$ cat src/logic/tsc_timer_map.vh
`ifndef TSC_TIMER_MAP_VH
`define TSC_TIMER_MAP_VH
// ==========================================
// register indices (byte address = 4 * index)
`define TSC_IDX_CAP1_HI 6'h20
`define TSC_IDX_CAP1_LO 6'h21
`define TSC_IDX_CMP1_HI 6'h22
`define TSC_IDX_CMP1_LO 6'h23
`define TSC_IDX_CAP2_HI 6'h24
`define TSC_IDX_CAP2_LO 6'h25
`define TSC_IDX_CMP2_HI 6'h26
`define TSC_IDX_CMP2_LO 6'h27
`define TSC_IDX_CNT_HI 6'h28
`define TSC_IDX_CNT_LO 6'h29
`define TSC_IDX_ALT_HI 6'h2a
`define TSC_IDX_ALT_LO 6'h2b
`define TSC_IDX_CTRL1 6'h2c
`define TSC_IDX_CTRL2 6'h2d
`define TSC_IDX_FLAGS 6'h2e
// ==========================================
// first control register fields
`define TSC_C1_CAP1_IE 7
`define TSC_C1_CAP2_IE 6
`define TSC_C1_CMP1_IE 5
`define TSC_C1_OVF_IE 4
`define TSC_C1_CMP1_PIN 3
`define TSC_C1_EDGE1 2
`define TSC_C1_EDGE2 1
`define TSC_C1_CMP1_LVL 0
`define TSC_C1_RESET 8'h00
// ==========================================
// second control register fields
`define TSC_C2_CMP2_IE 5
`define TSC_C2_CMP2_PIN 3
`define TSC_C2_CMP2_LVL 0
`define TSC_C2_MASK 8'h29
`define TSC_C2_RESET 8'h00
// ==========================================
// flag vector positions inside the block
`define TSC_F_CAP1 4
`define TSC_F_CAP2 3
`define TSC_F_CMP1 2
`define TSC_F_OVF 1
`define TSC_F_CMP2 0
// ==========================================
// counter and prescaler
`define TSC_CNT_RESET 16'hfffc
`define TSC_CNT_WRAP 16'hffff
`define TSC_PRESCALE 4
`endif

$ cat src/logic/tsc_timer_capture.v
// Function
// - control2 bit5 gates compare-two interrupt
// - control2 bit3 enables compare-two pin, reset clears
// - control2 bit0 is level loaded on match
// - control2 bits 1,2,4,6,7 read zero
// - flag clear needs status then data access
// - capture-one flag bit7, cleared via low read
// - capture-two flag bit6, cleared via low read
// - compare-one flag bit5, cleared via low access
// - overflow flag bit4, cleared via counter low
// - compare-two flag bit1, cleared via low access
// - status bits 3,2 show capture pin levels
// - capture-one latches counter at 0x20/0x21
// - capture-two latches counter at 0x24/0x25
// - captured value is prior count plus one
// - capture resolution four bus clocks
// - every valid edge overwrites capture register unless a high read has locked it
// - high read blocks capture until low read
// - reset leaves capture contents unchanged
// - compare bytes plain read/write, never altered
// - counter advances once per four clocks
// - edge select: set rising, clear falling
// - compare-two checked per tick, drives pin
`timescale 1ns/1ps
`include "tsc_timer_map.vh"

module tsc_timer_capture #(
  parameter CNT_W = 16
) (
  input wire ref_clk_in,
  input wire reset_n_in,
  input wire [7:0] avs_address_in,
  input wire avs_read_in,
  input wire avs_write_in,
  input wire [31:0] avs_writedata_in,
  input wire [3:0] avs_byteenable_in,
  output reg [31:0] avs_readdata_out,
  output wire avs_waitrequest_out,
  input wire capture_input_one_in,
  input wire capture_input_two_in,
  output wire compare_output_one_out,
  output wire compare_output_one_oe_out,
  output wire compare_output_two_out,
  output wire compare_output_two_oe_out,
  output wire timer_irq_out
);

  // ==========================================
  // bus handshake
  reg ack_reg;
  wire req = avs_read_in | avs_write_in;
  wire take = req & ~ack_reg;
  wire rd = take & avs_read_in;
  wire wr = take & avs_write_in & avs_byteenable_in[0];
  wire acc = take;
  wire [5:0] idx = avs_address_in[7:2];
  wire [7:0] wdata = avs_writedata_in[7:0];

  // one wait state: request taken on first edge, answered on second
  assign avs_waitrequest_out = req & ~ack_reg;

  always @(posedge ref_clk_in or negedge reset_n_in) begin
    if (!reset_n_in) begin
      ack_reg <= 1'b0;
    end else begin
      ack_reg <= take;
    end
  end

  // ==========================================
  // prescaler and free-running counter
  reg [1:0] pre_reg;
  reg [CNT_W-1:0] cnt_reg;
  // last prescaler count, kept at full integer width so the compare pads on purpose
  localparam integer PRE_LAST = `TSC_PRESCALE - 1;
  // one counter step is four bus clocks
  wire tick = ({30'h0, pre_reg} == PRE_LAST);

  always @(posedge ref_clk_in or negedge reset_n_in) begin
    if (!reset_n_in) begin
      pre_reg <= 2'h0;
      cnt_reg <= `TSC_CNT_RESET;
    end else begin
      pre_reg <= pre_reg + 2'h1;
      if (tick) begin
        cnt_reg <= cnt_reg + 16'h0001;
      end
    end
  end

  wire ovf_evt = tick & (cnt_reg == `TSC_CNT_WRAP);

  // ==========================================
  // control registers
  reg [7:0] ctrl1_reg;
  reg [7:0] ctrl2_reg;

  // reset clears pin enable along with the rest
  always @(posedge ref_clk_in or negedge reset_n_in) begin
    if (!reset_n_in) begin
      ctrl1_reg <= `TSC_C1_RESET;
      ctrl2_reg <= `TSC_C2_RESET;
    end else if (wr) begin
      if (idx == `TSC_IDX_CTRL1) begin
        ctrl1_reg <= wdata;
      end
      if (idx == `TSC_IDX_CTRL2) begin
        ctrl2_reg <= wdata & `TSC_C2_MASK;
      end
    end
  end

  // ==========================================
  // compare registers, no reset on purpose
  reg [CNT_W-1:0] cmp1_reg;
  reg [CNT_W-1:0] cmp2_reg;

  always @(posedge ref_clk_in) begin
    if (wr) begin
      if (idx == `TSC_IDX_CMP1_HI) cmp1_reg[15:8] <= wdata;
      if (idx == `TSC_IDX_CMP1_LO) cmp1_reg[7:0] <= wdata;
      if (idx == `TSC_IDX_CMP2_HI) cmp2_reg[15:8] <= wdata;
      if (idx == `TSC_IDX_CMP2_LO) cmp2_reg[7:0] <= wdata;
    end
  end

  // high-byte write inhibits compare until the low byte follows
  reg cmp1_hold_reg;
  reg cmp2_hold_reg;
  reg lvl1_reg;
  reg lvl2_reg;
  wire cmp1_evt = tick & ~cmp1_hold_reg & (cmp1_reg == cnt_reg);
  // compare two evaluated on each tick
  wire cmp2_evt = tick & ~cmp2_hold_reg & (cmp2_reg == cnt_reg);

  always @(posedge ref_clk_in or negedge reset_n_in) begin
    if (!reset_n_in) begin
      cmp1_hold_reg <= 1'b0;
      cmp2_hold_reg <= 1'b0;
      lvl1_reg <= 1'b0;
      lvl2_reg <= 1'b0;
    end else begin
      if (wr && idx == `TSC_IDX_CMP1_HI) cmp1_hold_reg <= 1'b1;
      else if (wr && idx == `TSC_IDX_CMP1_LO) cmp1_hold_reg <= 1'b0;
      if (wr && idx == `TSC_IDX_CMP2_HI) cmp2_hold_reg <= 1'b1;
      else if (wr && idx == `TSC_IDX_CMP2_LO) cmp2_hold_reg <= 1'b0;
      if (cmp1_evt) lvl1_reg <= ctrl1_reg[`TSC_C1_CMP1_LVL];
      // level bit copied to output level on match
      if (cmp2_evt) lvl2_reg <= ctrl2_reg[`TSC_C2_CMP2_LVL];
    end
  end

  assign compare_output_two_oe_out = ctrl2_reg[`TSC_C2_CMP2_PIN];
  assign compare_output_two_out = lvl2_reg;
  assign compare_output_one_oe_out = ctrl1_reg[`TSC_C1_CMP1_PIN];
  assign compare_output_one_out = lvl1_reg;

  // ==========================================
  // capture edge detection
  reg in1_prev_reg;
  reg in2_prev_reg;
  wire edge1_sel = ctrl1_reg[`TSC_C1_EDGE1];
  wire edge2_sel = ctrl1_reg[`TSC_C1_EDGE2];
  wire cap1_edge = edge1_sel ? (capture_input_one_in & ~in1_prev_reg) : (~capture_input_one_in & in1_prev_reg);
  wire cap2_edge = edge2_sel ? (capture_input_two_in & ~in2_prev_reg) : (~capture_input_two_in & in2_prev_reg);

  // previous levels start high, matching pulled-up pins
  always @(posedge ref_clk_in or negedge reset_n_in) begin
    if (!reset_n_in) begin
      in1_prev_reg <= 1'b1;
      in2_prev_reg <= 1'b1;
    end else begin
      in1_prev_reg <= capture_input_one_in;
      in2_prev_reg <= capture_input_two_in;
    end
  end

  // ==========================================
  // capture registers and their read lock
  reg [CNT_W-1:0] cap1_reg;
  reg [CNT_W-1:0] cap2_reg;
  reg cap1_lock_reg;
  reg cap2_lock_reg;
  // one more than the count before the edge
  wire [CNT_W-1:0] cap_value = cnt_reg + 16'h0001;

  // high read locks, low read unlocks
  always @(posedge ref_clk_in or negedge reset_n_in) begin
    if (!reset_n_in) begin
      cap1_lock_reg <= 1'b0;
      cap2_lock_reg <= 1'b0;
    end else begin
      if (rd && idx == `TSC_IDX_CAP1_HI) cap1_lock_reg <= 1'b1;
      else if (rd && idx == `TSC_IDX_CAP1_LO) cap1_lock_reg <= 1'b0;
      if (rd && idx == `TSC_IDX_CAP2_HI) cap2_lock_reg <= 1'b1;
      else if (rd && idx == `TSC_IDX_CAP2_LO) cap2_lock_reg <= 1'b0;
    end
  end

  // no reset term, contents survive reset
  always @(posedge ref_clk_in) begin
    if (cap1_edge && !cap1_lock_reg) begin
      cap1_reg <= cap_value;
    end
    if (cap2_edge && !cap2_lock_reg) begin
      cap2_reg <= cap_value;
    end
  end

  // ==========================================
  // counter read buffer keeps high/low pairs coherent
  reg [7:0] cbuf_reg;
  reg cbuf_valid_reg;
  wire cnt_hi_rd = rd & ((idx == `TSC_IDX_CNT_HI) | (idx == `TSC_IDX_ALT_HI));
  wire cnt_lo_rd = rd & ((idx == `TSC_IDX_CNT_LO) | (idx == `TSC_IDX_ALT_LO));
  wire [7:0] cnt_lo_view = cbuf_valid_reg ? cbuf_reg : cnt_reg[7:0];

  // only the first high read freezes the low byte
  always @(posedge ref_clk_in or negedge reset_n_in) begin
    if (!reset_n_in) begin
      cbuf_reg <= 8'h00;
      cbuf_valid_reg <= 1'b0;
    end else if (cnt_hi_rd && !cbuf_valid_reg) begin
      cbuf_reg <= cnt_reg[7:0];
      cbuf_valid_reg <= 1'b1;
    end else if (cnt_lo_rd) begin
      cbuf_valid_reg <= 1'b0;
    end
  end

  // ==========================================
  // status flags with two-step clearing
  reg [4:0] flags_reg;
  reg [4:0] armed_reg;
  wire [4:0] set_evt;
  wire [4:0] clr_evt;
  wire [4:0] clr_ok;
  wire [4:0] flags_next;
  wire flags_acc = acc & (idx == `TSC_IDX_FLAGS);

  // capture one edge sets, low byte read clears
  assign set_evt[`TSC_F_CAP1] = cap1_edge & ~cap1_lock_reg;
  assign clr_evt[`TSC_F_CAP1] = rd & (idx == `TSC_IDX_CAP1_LO);
  // capture two edge sets, low byte read clears
  assign set_evt[`TSC_F_CAP2] = cap2_edge & ~cap2_lock_reg;
  assign clr_evt[`TSC_F_CAP2] = rd & (idx == `TSC_IDX_CAP2_LO);
  // compare one match sets, low access clears
  assign set_evt[`TSC_F_CMP1] = cmp1_evt;
  assign clr_evt[`TSC_F_CMP1] = acc & (idx == `TSC_IDX_CMP1_LO);
  // wrap sets, counter low read clears
  assign set_evt[`TSC_F_OVF] = ovf_evt;
  assign clr_evt[`TSC_F_OVF] = rd & (idx == `TSC_IDX_CNT_LO);
  // compare two match sets, low access clears
  assign set_evt[`TSC_F_CMP2] = cmp2_evt;
  assign clr_evt[`TSC_F_CMP2] = acc & (idx == `TSC_IDX_CMP2_LO);

  // only a flag armed by the status access may clear
  assign clr_ok = clr_evt & armed_reg;

  genvar gi;
  generate
    for (gi = 0; gi < 5; gi = gi + 1) begin : g_flag
      // set wins over a clear in the same cycle
      assign flags_next[gi] = set_evt[gi] | (flags_reg[gi] & ~clr_ok[gi]);
    end
  endgenerate

  // status access arms, data access consumes
  always @(posedge ref_clk_in or negedge reset_n_in) begin
    if (!reset_n_in) begin
      flags_reg <= 5'h00;
      armed_reg <= 5'h00;
    end else begin
      flags_reg <= flags_next;
      if (flags_acc) begin
        armed_reg <= flags_reg;
      end else begin
        armed_reg <= armed_reg & ~clr_evt;
      end
    end
  end

  // each flag requests only when its enable is set
  assign timer_irq_out = (flags_reg[`TSC_F_CAP1] & ctrl1_reg[`TSC_C1_CAP1_IE])
                       | (flags_reg[`TSC_F_CAP2] & ctrl1_reg[`TSC_C1_CAP2_IE])
                       | (flags_reg[`TSC_F_CMP1] & ctrl1_reg[`TSC_C1_CMP1_IE])
                       | (flags_reg[`TSC_F_OVF] & ctrl1_reg[`TSC_C1_OVF_IE])
                       | (flags_reg[`TSC_F_CMP2] & ctrl2_reg[`TSC_C2_CMP2_IE]);

  // ==========================================
  // read mux; unmapped addresses read zero
  reg [7:0] rd_byte;

  always @* begin
    rd_byte = 8'h00;
    case (idx)
      `TSC_IDX_CAP1_HI: rd_byte = cap1_reg[15:8];
      `TSC_IDX_CAP1_LO: rd_byte = cap1_reg[7:0];
      `TSC_IDX_CMP1_HI: rd_byte = cmp1_reg[15:8];
      `TSC_IDX_CMP1_LO: rd_byte = cmp1_reg[7:0];
      `TSC_IDX_CAP2_HI: rd_byte = cap2_reg[15:8];
      `TSC_IDX_CAP2_LO: rd_byte = cap2_reg[7:0];
      `TSC_IDX_CMP2_HI: rd_byte = cmp2_reg[15:8];
      `TSC_IDX_CMP2_LO: rd_byte = cmp2_reg[7:0];
      `TSC_IDX_CNT_HI: rd_byte = cnt_reg[15:8];
      `TSC_IDX_CNT_LO: rd_byte = cnt_lo_view;
      `TSC_IDX_ALT_HI: rd_byte = cnt_reg[15:8];
      `TSC_IDX_ALT_LO: rd_byte = cnt_lo_view;
      `TSC_IDX_CTRL1: rd_byte = ctrl1_reg;
      // mask keeps unused bits at zero
      `TSC_IDX_CTRL2: rd_byte = ctrl2_reg & `TSC_C2_MASK;
      // live pin levels in bits 3 and 2
      `TSC_IDX_FLAGS: rd_byte = {flags_reg[`TSC_F_CAP1], flags_reg[`TSC_F_CAP2],
                                 flags_reg[`TSC_F_CMP1], flags_reg[`TSC_F_OVF],
                                 capture_input_one_in, capture_input_two_in,
                                 flags_reg[`TSC_F_CMP2], 1'b0};
      default: rd_byte = 8'h00;
    endcase
  end

  // read data registered at the taking edge, stands through the answer
  always @(posedge ref_clk_in or negedge reset_n_in) begin
    if (!reset_n_in) begin
      avs_readdata_out <= 32'h00000000;
    end else if (rd) begin
      avs_readdata_out <= {24'h000000, rd_byte};
    end
  end

endmodule

$ cat config.mk
export PLATFORM = sky130hd
export DESIGN_NAME = tsc_timer_capture
export DESIGN_NICKNAME = d
export VERILOG_FILES = /design/src/logic/tsc_timer_capture.v
export VERILOG_INCLUDE_DIRS = /design/src /design/src/logic
export SDC_FILE = /design/constraint.sdc
export NUM_CORES = 1
export LEC_CHECK = 0
export ABC_CLOCK_PERIOD_IN_PS = 2700
export BUFFER_PORTS_ARGS = -buffer_cell sky130_fd_sc_hd__buf_2
export CORE_MARGIN = 2
export CORE_UTILIZATION = 35
export DETAILED_ROUTE_END_ITERATION = 10
export PLACE_DENSITY_LB_ADDON = 0.05
export SETUP_SLACK_MARGIN = 0.1
export SKIP_LAST_GASP = 1
export SYNTH_ARGS = -nofsm -noshare
export SYNTH_HDL_FRONTEND = slang
export SYNTH_SLANG_ARGS = --single-unit
$ cat constraint.sdc
create_clock -name ref_clk_in -period 2.7 [get_ports ref_clk_in]
set_clock_uncertainty 0.05 [all_clocks]
set_input_delay 0.135 -clock ref_clk_in [delete_from_list [all_inputs] [get_ports ref_clk_in]]
set_output_delay 0.135 -clock ref_clk_in [all_outputs]
set_load 0.03 [all_outputs]
### Word level (Yosys, flattened, before mapping)

Cells that the tools add are included.

| storage, ports and cells | value |
|---|---|
| input bits | 50 |
| register bits | 129 |

| cells by class | value |
|---|---|
| mux-type cells | 15 |
| reduce and logical (&&, ||, !) cells | 27 |
| bitwise operators | 62 |
| equality and inequality tests | 19 |
| add/subtract/negate cells | 2 |

Operator list:

| cell | number |
|---|---|
| one-hot mux 8 bit (13 select lines) | 1 |
| == test 6 bit (second input constant) | 15 |
| bitwise AND 1 bit | 33 |
| == test 16 bit | 2 |
| adder 16 x 1 -> 16 bit (second input constant) | 1 |
| == test 16 bit (second input constant) | 1 |
| inverter 1 bit | 14 |
| two-way mux 1 bit | 12 |
| bitwise OR 1 bit | 12 |
| AND reduction 2 bit | 6 |
| logical AND 1 bit | 11 |
| bitwise AND 5 bit | 2 |
| nonzero test 2 bit | 5 |
| two-way mux 8 bit | 1 |
| two-way mux 5 bit | 1 |
| inverter 5 bit | 1 |
| OR reduction 2 bit | 2 |
| zero test 1 bit | 3 |
| adder 2 x 1 -> 2 bit (second input constant) | 1 |
| == test 2 bit (second input constant) | 1 |

### Depth between registers and ports, before layout

Gate-level depths: netlist (run 1).

| depth | value |
|---|---|
| depth in word-level cells | 8 |
| depth in mapped cells | 8 |

### Worst setup path after synthesis (run 1)

OpenSTA, ideal clock, no wires.

| path | value |
|---|---|
| path type | reg-to-reg |
| start point | register cnt_reg[4] |
| end point | register cap1_reg[15] (data pin) |
| required time | 2.379 ns |
| path slack | 0.799 ns |
| stages on the path, launching flop included | 7 |
| library setup time | 0.271 ns |
| path buffers | 1 |
| data arrival time | 1.580 ns |
| path through | dfstp_2 -> buf_2 -> and3_1 -> nand3_1 -> nor3_1 -> nand3_1 -> xnor2_1 |

| between the ends | value |
|---|---|
| word-level cells in the longest chain between the ends | 1 |

RTL lines:

| item | RTL line | source |
|---|---|---|
| start, declared | tsc_timer_capture.v:73 | `reg [CNT_W-1:0] cnt_reg;` |
| start signal, assigned | tsc_timer_capture.v:82 | `` cnt_reg <= `TSC_CNT_RESET; `` |
| start signal, assigned | tsc_timer_capture.v:86 | `cnt_reg <= cnt_reg + 16'h0001;` |
| adder 16 x 1 -> 16 bit | tsc_timer_capture.v:185 | `wire [CNT_W-1:0] cap_value = cnt_reg + 16'h0001;` |
| named net cap_value[15] | tsc_timer_capture.v:185 |  |
| end signal, assigned | tsc_timer_capture.v:203 | `cap1_reg <= cap_value;` |
| end, declared | tsc_timer_capture.v:180 | `reg [CNT_W-1:0] cap1_reg;` |

The timed path passes the listed nets, and every way through them passes these cells.
A chain may end at the register's enable or synchronous reset.

### Worst setup path in the final report (run 1)

| path | value |
|---|---|
| start point | register cnt_reg[0] |
| end point | register cap2_reg[10] (data pin) |

| between the ends | value |
|---|---|
| word-level cells in the longest chain between the ends | 1 |

RTL lines:

| item | RTL line | source |
|---|---|---|
| adder 16 x 1 -> 16 bit | tsc_timer_capture.v:185 |  |
| named net cap_value[10] | tsc_timer_capture.v:185 |  |
| end signal, assigned | tsc_timer_capture.v:206 | `cap2_reg <= cap_value;` |
| end, declared | tsc_timer_capture.v:181 | `reg [CNT_W-1:0] cap2_reg;` |

The timed path passes the listed nets, and every way through them passes these cells.

==> results of run 1 <==
power by group through the flow:
stage	registers, mW	logic, mW	clock network (mW)
global route	2.22	0.436	2.47
CTS	2.21	0.401	2.38
floorplan	2.23	0.281	0
global placement	2.25	0.385	0
finish	2.21	0.399	2.34
detailed placement	2.25	0.389	0
per-layer routing:
layer  wire length [um]  vias up  GRT usage [%]  share of wire (%)
li1                   -     1977              -                  -
met1               9070     2265           29.7                 46
met2               9180      198           32.5                 46
met3               1130       29           4.03                5.7
met4                377        0           6.74                1.9
met5                  0        -              0                  0
worst max-delay path, stage by stage, from the launching register on:
cell and delay [ns]:
dfrtp_1 0.52, ha_1 0.36, nand2_1 0.15, nor3_1 0.43, and3_1 0.26, xor2_1 0.27
stage by stage:
| step | setup WS [ns] | hold slack [ns] | cell area (um2) | utilization, % |
|---|---|---|---|---|
| 2_1_floorplan | 0.799 | -0.211 | 6540 | - |
| 3_3_place_gp | 0.437 | 0.194 | 6830 | 37.9 |
| 3_5_place_dp | 0.494 | 0.208 | 6830 | 37.9 |
| 4_1_cts | 0.462 | 0.0126 | 7540 | 41.8 |
| 5_1_grt | 0.318 | 0.0422 | 7540 | 41.8 |
| 6_report | 0.462 | 0.0174 | 7540 | 41.8 |
layout by cell type (no fill, tap or decap), types with 4 or more instances in the layout:
| cell | n |
|---|---|
| a21oi_1 | 11 |
| a22o_1 | 8 |
| a22oi_1 | 10 |
| and2_1 | 5 |
| and3_1 | 4 |
| buf_2 | 34 |
| buf_4 | 25 |
| clkbuf_16 | 17 |
| clkinv_4 | 4 |
| conb_1 | 24 |
| dfrtp_1 | 49 |
| dfstp_2 | 16 |
| dlygate4sd3_1 | 11 |
| edfxtp_1 | 64 |
| inv_1 | 6 |
| inv_6 | 6 |
| mux2_1 | 11 |
| mux2_2 | 17 |
| mux2i_1 | 19 |
| nand2_1 | 33 |
| nand2b_1 | 5 |
| nand3_1 | 10 |
| nand4_1 | 10 |
| nor2_1 | 22 |
| nor3_1 | 12 |
| nor4_1 | 9 |
| o21ai_0 | 5 |
| o21ai_1 | 6 |
| o22ai_1 | 5 |
| o2bb2ai_1 | 4 |
| xnor2_1 | 20 |
| xor2_1 | 41 |
layout make-up:
cell class,instances,area share (%)
inverter,6,0.299
tap,229,3.80
multi-input combinational,349,34.2
clock buffer,17,5.64
clock inverter,15,2.31
timing repair buffer,71,6.47
sequential,129,47.3
logic make-up (layout without fill, tap and decap cells):
group / after synthesis / in the layout / share of synthesized area [%]
xor+xnor: 61 / 61 / 8.27
flops: 129 / 129 / 55.3
mux: 51 / 51 / 8.99
simple gates: 132 / 132 / 11.6
other cells: 1 / 24 / 0.0581
buf+inv: 66 / 109 / 6.18
fa+ha+maj: 2 / 2 / 0.387
compound gates: 79 / 79 / 9.20
timing repair:
item                      CTS  global route
hold endpoints to repair   63             0
resized for setup           0             0
hold buffers               11             0
worst paths after layout:
| path | start | to | cells past startpoint |
|---|---|---|---|
| hold / removal | avs_read_in | ack_reg | 3 |
| setup / recovery | cnt_reg[0] | cap2_reg[10] | 5 |
| min in group asynchronous | reset_n_in | armed_reg[3] | 2 |
| max in group asynchronous | reset_n_in | cnt_reg[11] | 3 |
| hold reg to reg | pre_reg[0] | pre_reg[0] | 1 |
| setup reg to reg | cnt_reg[0] | cap2_reg[10] | 5 |
==> impl_metrics.csv, run 1 <==
group,metric,value,unit
outcome,status,"complete, no violations",
synthesis,synth-seq-cells,129,
synthesis,synth_area_leaders,"edfxtp_1 (30%), dfrtp_1 (19%), dfstp_2 (6.5%)",
routing,drt_pass1_iterations,5,
critical_path,crit_type,"reg2reg",
cts,clockRootBuffer,"clkbuf_16",
sta,hold_viol,0,
cts,clk_pin_slew_worst_paths,0.06,ns
synthesis,synth_ff_type,"edfxtp_1",
sta,period_share,82.9,%
sta,finalSetupViolations,0,
cells_and_area,drive_gt1_share,24.5,%
synthesis,synth.most_common_cell,"edfxtp_1",
synthesis,synthDistinctLibCells,69,
synthesis,synth_top_area_share,29.8,%
synthesis,yosysSeqAreaShare,55.3,%
global_route,antenna_found_initial,0,
cts,numCtsBuffers,17,
cts,post-cts-setup-buffer-count,0,
power_and_ir_drop,finalPower,4.96,mW
floorplanning,io_pins,88,
synthesis,synth_edf_count,64,
critical_path,critPathCaptureType,"flip-flop",
synthesis,syn_area,0.00646,mm2
place,portBuffers,34,
cells_and_area,area_growth,16.8,%
sta,slew_headroom,46.3,%
global_route,grt_usage,21.0,%
floorplanning,dieArea,0.0196,mm2
routing,via_per_inst,5.48,
critical_path,startpoint_type,"flip-flop",
routing,wl_per_cell,24.2,um
power_and_ir_drop,p_per_area,657,mW/mm2
cts,insertion_delay,0.43,ns
routing,via_count,4469,
cts,cts_sinks,129,
cts,clk_path_buf_depth,2,
synthesis,ys_warn_count,0,
power_and_ir_drop,ir_worst_vdd,0.000427,V
floorplanning,fp.dieW,140,um
place,gp_congestion,0.861,
routing,drt-initial-drc-count,380,
sta,worstMarginPinSlew,0.805,ns
critical_path,r2r_setup_slack,0.46,ns
power_and_ir_drop,p_int,3.67,mW
global_route,grt_max_degree,38,
cells_and_area,n_fill_cell,1704,
power_and_ir_drop,sw_frac_of_total,25.9,%
critical_path,cp_data_arrival_time,2.42,ns
floorplanning,chipHeight,140,um
place,hpwl,14500,um
cells_and_area,fin_cells,816,
synthesis,syn_area_per_cell,12.4,um2
synthesis,synthCells,521,
synthesis,yosys-top-cells-count,"edfxtp_1 (64), dfrtp_1 (49), xor2_1 (41)",
floorplanning,rows,49,
synthesis,async_flop_share,50.4,%
global_route,grt_pass1_wl,29600,um
job,maxCapViolations,0,
sta,slew_viol_final,0,
place,place_inst,773,
sta,fmax,0.447,GHz
global_route,grt-ovfl-total,0,
critical_path,path_max_fanout,7,
routing,wirelength,19800,um
power_and_ir_drop,power.share.clock,47.3,%
sta,final.min_clock_period,2.24,ns
cts,cts_tree,"yes",
cts,htreeDepth,4,
power_and_ir_drop,leakage,3.09,nW
power_and_ir_drop,p_switching,1.28,mW
power_and_ir_drop,pwr-share-seq,44.7,%
routing,drc,0,
sta,fin_tns_setup,0,ns
sta,rsz0062_at_grt,"no",
cells_and_area,multi_input_area,0.00258,mm2
cells_and_area,nets,626,
cells_and_area,seq_area,0.00357,mm2
floorplanning,fp.coreArea,0.0180,mm2
routing,antenna_left,0,
cells_and_area,antenna_cells,0,
critical_path,worst_ep_required_time,2.88,ns
synthesis,yosysTopAreaCell,"edfxtp_1",
global_route,grt_pass1_vias,4451,
floorplanning,start_util,35.8,%
hold_path,hold_class,"in2reg",
power_and_ir_drop,comb_power_share,8.0,%
Note: power is estimated with default switching activity, not from simulation.
==> run 2: changes to the inputs <==
--- a/config.mk
+++ b/config.mk
@@ -6,7 +6,7 @@
 export SDC_FILE = /design/constraint.sdc
 export NUM_CORES = 1
 export LEC_CHECK = 0
-export ABC_CLOCK_PERIOD_IN_PS = 2700
+export ABC_CLOCK_PERIOD_IN_PS = 2200
 export BUFFER_PORTS_ARGS = -buffer_cell sky130_fd_sc_hd__buf_2
 export CORE_MARGIN = 2
 export CORE_UTILIZATION = 35
==> constraint.sdc (replaced) <==
create_clock -name ref_clk_in -period 2.2 [get_ports ref_clk_in]
set_clock_uncertainty 0.05 [all_clocks]
set_input_delay 0.11 -clock ref_clk_in [delete_from_list [all_inputs] [get_ports ref_clk_in]]
set_output_delay 0.11 -clock ref_clk_in [all_outputs]
set_load 0.03 [all_outputs]
==> run 2 against run 1 <==
Compared with the run above: worst hold slack better by 0.11 ns; power up 23%; via count grew 1.4%; final cell count grew 5.4%; critical path depth unchanged; clock power increased by 23%.
==> impl_metrics.csv, run 2 (same netlist as run 1, synthesis figures left out) <==
group,metric,value,unit
outcome,status,"complete, no violations",
job,maxCapViolations,0,
global_route,antenna_found_initial,0,
global_route,grt_pass1_vias,4661,
sta,hold_viol,0,
power_and_ir_drop,leakage,3.31,nW
cts,clk_path_buf_depth,2,
power_and_ir_drop,pwr-share-seq,44.4,%
cts,numCtsBuffers,17,
floorplanning,dieArea,0.0196,mm2
sta,final.min_clock_period,2.01,ns
cells_and_area,n_fill_cell,1737,
critical_path,r2r_setup_slack,0.19,ns
cells_and_area,drive_gt1_share,30.6,%
global_route,grt_max_degree,25,
critical_path,slowest_stage,"dfstp_2",
power_and_ir_drop,comb_power_share,8.6,%
sta,worstMarginPinSlew,0.547,ns
cells_and_area,fin_cells,860,
cts,clockRootBuffer,"clkbuf_16",
cells_and_area,final_common_cell,"buf_4",
critical_path,max_stage_delay,0.66,ns
power_and_ir_drop,p_switching,1.67,mW
cells_and_area,final_core_util,43.8,%
global_route,grt_pass1_wl,30200,um
routing,wl_per_cell,23.3,um
sta,period_share,91.2,%
cells_and_area,nets,670,
sta,slew_viol_final,0,
cts,cts_sinks,129,
power_and_ir_drop,sw_frac_of_total,27.3,%
cts,clk_pin_slew_worst_paths,0.07,ns
place,pre_cts_slack,0.000262,ns
routing,drc,0,
critical_path,worstPathCellList,"xor2_1 -> nor4_1 -> and4_1 -> nand4_1 -> mux2_1",
critical_path,path_max_fanout,6,
critical_path,worst_ep_required_time,2.47,ns
cells_and_area,antenna_cells,0,
routing,via_count,4533,
floorplanning,rows,49,
power_and_ir_drop,power.share.clock,47.0,%
cells_and_area,area_growth,22.3,%
power_and_ir_drop,p_int,4.44,mW
global_route,grt-ovfl-total,0,
cells_and_area,final_cell_mix,"buf_4 (68), edfxtp_1 (64), dfrtp_1 (49), xor2_1 (40), buf_2 (34)",
cts,insertion_delay,0.43,ns
floorplanning,fp.coreArea,0.0180,mm2
cts,htreeDepth,4,
critical_path,crit_type,"reg2reg",
place,hpwl,15300,um
critical_path,r2r_start,"cnt_reg[5]",
critical_path,cp_data_arrival_time,2.27,ns
floorplanning,fp.dieW,140,um
power_and_ir_drop,ir_worst_vdd,0.000555,V
place,place_inst,811,
global_route,grt_usage,21.4,%
sta,fmax,0.498,GHz
routing,drt-initial-drc-count,369,
critical_path,crit_path_start,"cnt_reg[5]",
floorplanning,io_pins,88,
routing,antenna_left,0,
sta,rsz0062_at_grt,"no",
sta,whs,0.128,ns
floorplanning,chipHeight,140,um
hold_path,hold_class,"in2async",
routing,wirelength,20000,um
cts,cts_tree,"yes",
sta,slew_headroom,63.4,%
sta,finalWorstSetupSlack,0.193,ns
routing,via_per_inst,5.27,
place,portBuffers,34,
sta,fin_tns_setup,0,ns
routing,drt_pass1_iterations,5,
floorplanning,start_util,35.8,%
place,gp_congestion,0.843,
power_and_ir_drop,p_per_area,774,mW/mm2
critical_path,startpoint_type,"flip-flop",
sta,finalSetupViolations,0,
critical_path,critPathCaptureType,"flip-flop",
==> run 2: metrics by stage <==
step	power (mW)	area [um2]
6_report	6.11	7900
5_1_grt	6.32	7900
4_1_cts	6.16	7850
3_5_place_dp	3.27	7100
3_3_place_gp	3.27	7100
2_1_floorplan	3.08	6540
==> run 2: path summary, 6_finish.rpt <==
| path | end | cells after the start |
|---|---|---|
| max in group asynchronous | cnt_reg[4] | 3 |
| min | ack_reg | 2 |
| max reg2reg | compare_output_one_out | 5 |
| max | compare_output_one_out | 5 |
| min in group ref_clk_in | cap2_lock_reg | 3 |
| min reg2reg | pre_reg[0] | 1 |
==> run 2: critical path: cells and delay by family (launching register included) <==
kind          cells  cell delay (ns)
simple gates      3             0.68
flops             1             0.66
mux               1             0.38
xor+xnor          1             0.11
==> run 2: cell type report <==
cell class,count,area (um2),share of cell area (%)
clock buffer,17,425,5.39
clock inverter,15,165,2.09
inverter,6,22.5,0.285
multi-input combinational,349,2620,33.1
sequential,129,3570,45.2
tap,229,287,3.63
timing repair buffer,115,811,10.3
==> run 2: per-layer routing <==
layer	track usage [%]	wire (um)	vias up
met2	32.5	9050	133
met4	7.68	543	0
met5	0	0	-
met1	30.9	9730	2296
met3	3.72	703	30
li1	-	-	2074
==> run 2: power groups by stage <==
stage                     clock network (mW)  registers [mW]  logic (mW)
after global routing                    3.02            2.73       0.573
after detailed placement                   0            2.76       0.513
final                                   2.87            2.71       0.527
after floorplan                            0            2.74       0.345
after CTS                               2.91            2.71       0.531
after global placement                     0            2.76       0.509
==> run 2: what timing repair did <==
| action | 4_1_cts | 5_1_grt |
|---|---|---|
| endpoints found under the hold margin | 63 | 0 |
| gates resized for setup | 4 | 4 |
| buffers inserted | 0 | 4 |
| endpoints found under the setup margin | 6 | 7 |
| hold buffers | 13 | 0 |
| pin swaps | 0 | 1 |
==> run 3: changes to the inputs <==
--- a/config.mk
+++ b/config.mk
@@ -7,7 +7,7 @@
 export NUM_CORES = 1
 export LEC_CHECK = 0
 export ABC_CLOCK_PERIOD_IN_PS = 2200
-export BUFFER_PORTS_ARGS = -buffer_cell sky130_fd_sc_hd__buf_2
+export BUFFER_PORTS_ARGS = -buffer_cell sky130_fd_sc_hd__buf_4
 export CORE_MARGIN = 2
 export CORE_UTILIZATION = 35
 export DETAILED_ROUTE_END_ITERATION = 10
==> run 3 against run 2 <==
Compared with the run above: power is 0.20% higher; non-clock buffer count shrank 23; worst setup slack lost 0.039 ns; first-iteration DRC count increased by 8.1%; die area did not move; global-route usage shrank 0.26 points; wire length fell by 0.33%; flip-flop and latch count is the same; critical path depth stayed put; utilization shrank 0.31 points.
==> impl_metrics.csv, run 3 (same netlist as run 1, synthesis figures left out) <==
group,metric,value,unit
global_route,grt_pass1_wl,29800,um
floorplanning,rows,49,
hold_path,hold_class,"in2reg",
cells_and_area,fin_cells,837,
cts,clk_path_buf_depth,2,
global_route,grt_pass1_vias,4521,
place,gp_congestion,0.875,
cells_and_area,drive_gt1_share,28.1,%
power_and_ir_drop,ir_worst_vdd,0.000560,V
routing,wl_per_cell,23.8,um
cells_and_area,final_cell_mix,"buf_4 (77), edfxtp_1 (64), dfrtp_1 (48), xor2_1 (40), nand2_1 (33)",
sta,finalWorstSetupSlack,0.154,ns
sta,slew_headroom,40.6,%
critical_path,slowest_stage,"dfstp_2",
sta,period_share,93.0,%
routing,drc,0,
cells_and_area,area_growth,21.4,%
sta,worstMarginPinSlew,0.891,ns
place,hpwl,14600,um
cells_and_area,antenna_cells,0,
sta,fmax,0.489,GHz
power_and_ir_drop,leakage,3.21,nW
routing,antenna_left,0,
global_route,antenna_found_initial,0,
global_route,grt-ovfl-total,0,
floorplanning,start_util,35.8,%
critical_path,path_max_fanout,7,
floorplanning,fp.coreArea,0.0180,mm2
critical_path,max_stage_delay,0.63,ns
place,pre_cts_slack,0.0278,ns
cts,insertion_delay,0.43,ns
critical_path,worstPathCellList,"buf_4 -> nand3_2 -> nor4_2 -> buf_4 -> xor2_1",
sta,finalSetupViolations,0,
sta,rsz0062_at_grt,"yes",
power_and_ir_drop,finalPower,6.13,mW
sta,final.min_clock_period,2.05,ns
sta,slew_viol_final,0,
critical_path,crit_type,"reg2reg",
routing,drt_pass1_iterations,5,
critical_path,cpMostUsedCell,"buf_4",
global_route,grt_max_degree,66,
routing,via_per_inst,5.31,
cts,cts_sinks,129,
routing,drt-initial-drc-count,399,
cells_and_area,nets,647,
critical_path,startpoint_type,"flip-flop",
power_and_ir_drop,p_per_area,781,mW/mm2
floorplanning,fp.dieW,140,um
sta,hold_viol,0,
global_route,grt_usage,21.2,%
cts,cts_tree,"yes",
routing,wirelength,20000,um
critical_path,cp_num_buf_inv,2,
cts,htreeDepth,4,
cts,numCtsBuffers,17,
place,portBuffers,34,
critical_path,cp_data_arrival_time,2.21,ns
critical_path,critPathCaptureType,"flip-flop",
critical_path,worst_ep_required_time,2.36,ns
cells_and_area,final_common_cell,"buf_4",
cts,clk_pin_slew_worst_paths,0.06,ns
job,maxCapViolations,0,
floorplanning,io_pins,88,
place,place_inst,788,
outcome,status,"complete, no violations",
floorplanning,dieArea,0.0196,mm2
routing,via_count,4443,
floorplanning,chipHeight,140,um
critical_path,cp_top_family,"flip-flops",
cts,clockRootBuffer,"clkbuf_16",
-- run 3: changes by cell type in the layout (fill, tap and decap cells not counted), sizes merged --
cell and delta:
buf -23, clkinv -1, inv -1, clkinvlp +1, bufinv +1
-- run 3: what timing repair did --
action                                 in CTS  in global routing
resized for setup                           4                  5
endpoints found under the hold margin      95                  0
setup buffers                               4                  0
setup endpoints to repair                   5                  8
hold buffers                               13                  0
cloned                                      0                  0
-- run 3: final timing paths --
check / startpoint / to / slack (ns) / cells past startpoint
setup / recovery: cnt_reg[4] / cap1_reg[11] / 0.15 / 5
min in group asynchronous: reset_n_in / armed_reg[3] / 0.29 / 2
max in group asynchronous: reset_n_in / cnt_reg[1] / 1.16 / 2
hold reg to reg: pre_reg[0] / pre_reg[0] / 0.37 / 1
setup reg to reg: cnt_reg[4] / cap1_reg[11] / 0.15 / 5
hold / removal: avs_address_in[3] / cap1_lock_reg / 0.07 / 2
-- run 3: through the flow --
stage               utilization, %  hold slack (ns)  instance area (um2)  setup TNS, ns
floorplan                        -           -0.236                 6540              0
global placement              39.1            0.200                 7040        -0.0516
detailed placement            39.1            0.201                 7040              0
CTS                           43.4           0.0546                 7820              0
global route                  43.5           0.0632                 7840              0
finish                        43.5           0.0727                 7840              0
-- run 3: area by class of cell --
class / instances / area (um2)
tap: 229 / 287
fill: 1701 / 10200
clock inverter: 15 / 171
timing repair buffer: 92 / 748
inverter: 6 / 22.5
clock buffer: 17 / 425
sequential: 129 / 3570
multi-input combinational: 349 / 2620
-- run 3: routing by layer --
layer	share of wire, %	track usage, %	routed length [um]	vias up
li1	-	-	-	2019
met1	46	29.9	9270	2239
met2	45	31.7	9030	145
met3	4.9	4.13	975	40
met4	3.4	9.32	686	0
met5	0	0	0	-
-- run 3: power breakdown --
group | switching, mW | internal [mW]
clock | 1.18 | 1.70
combinational | 0.331 | 0.203
sequential | 0.0798 | 2.63
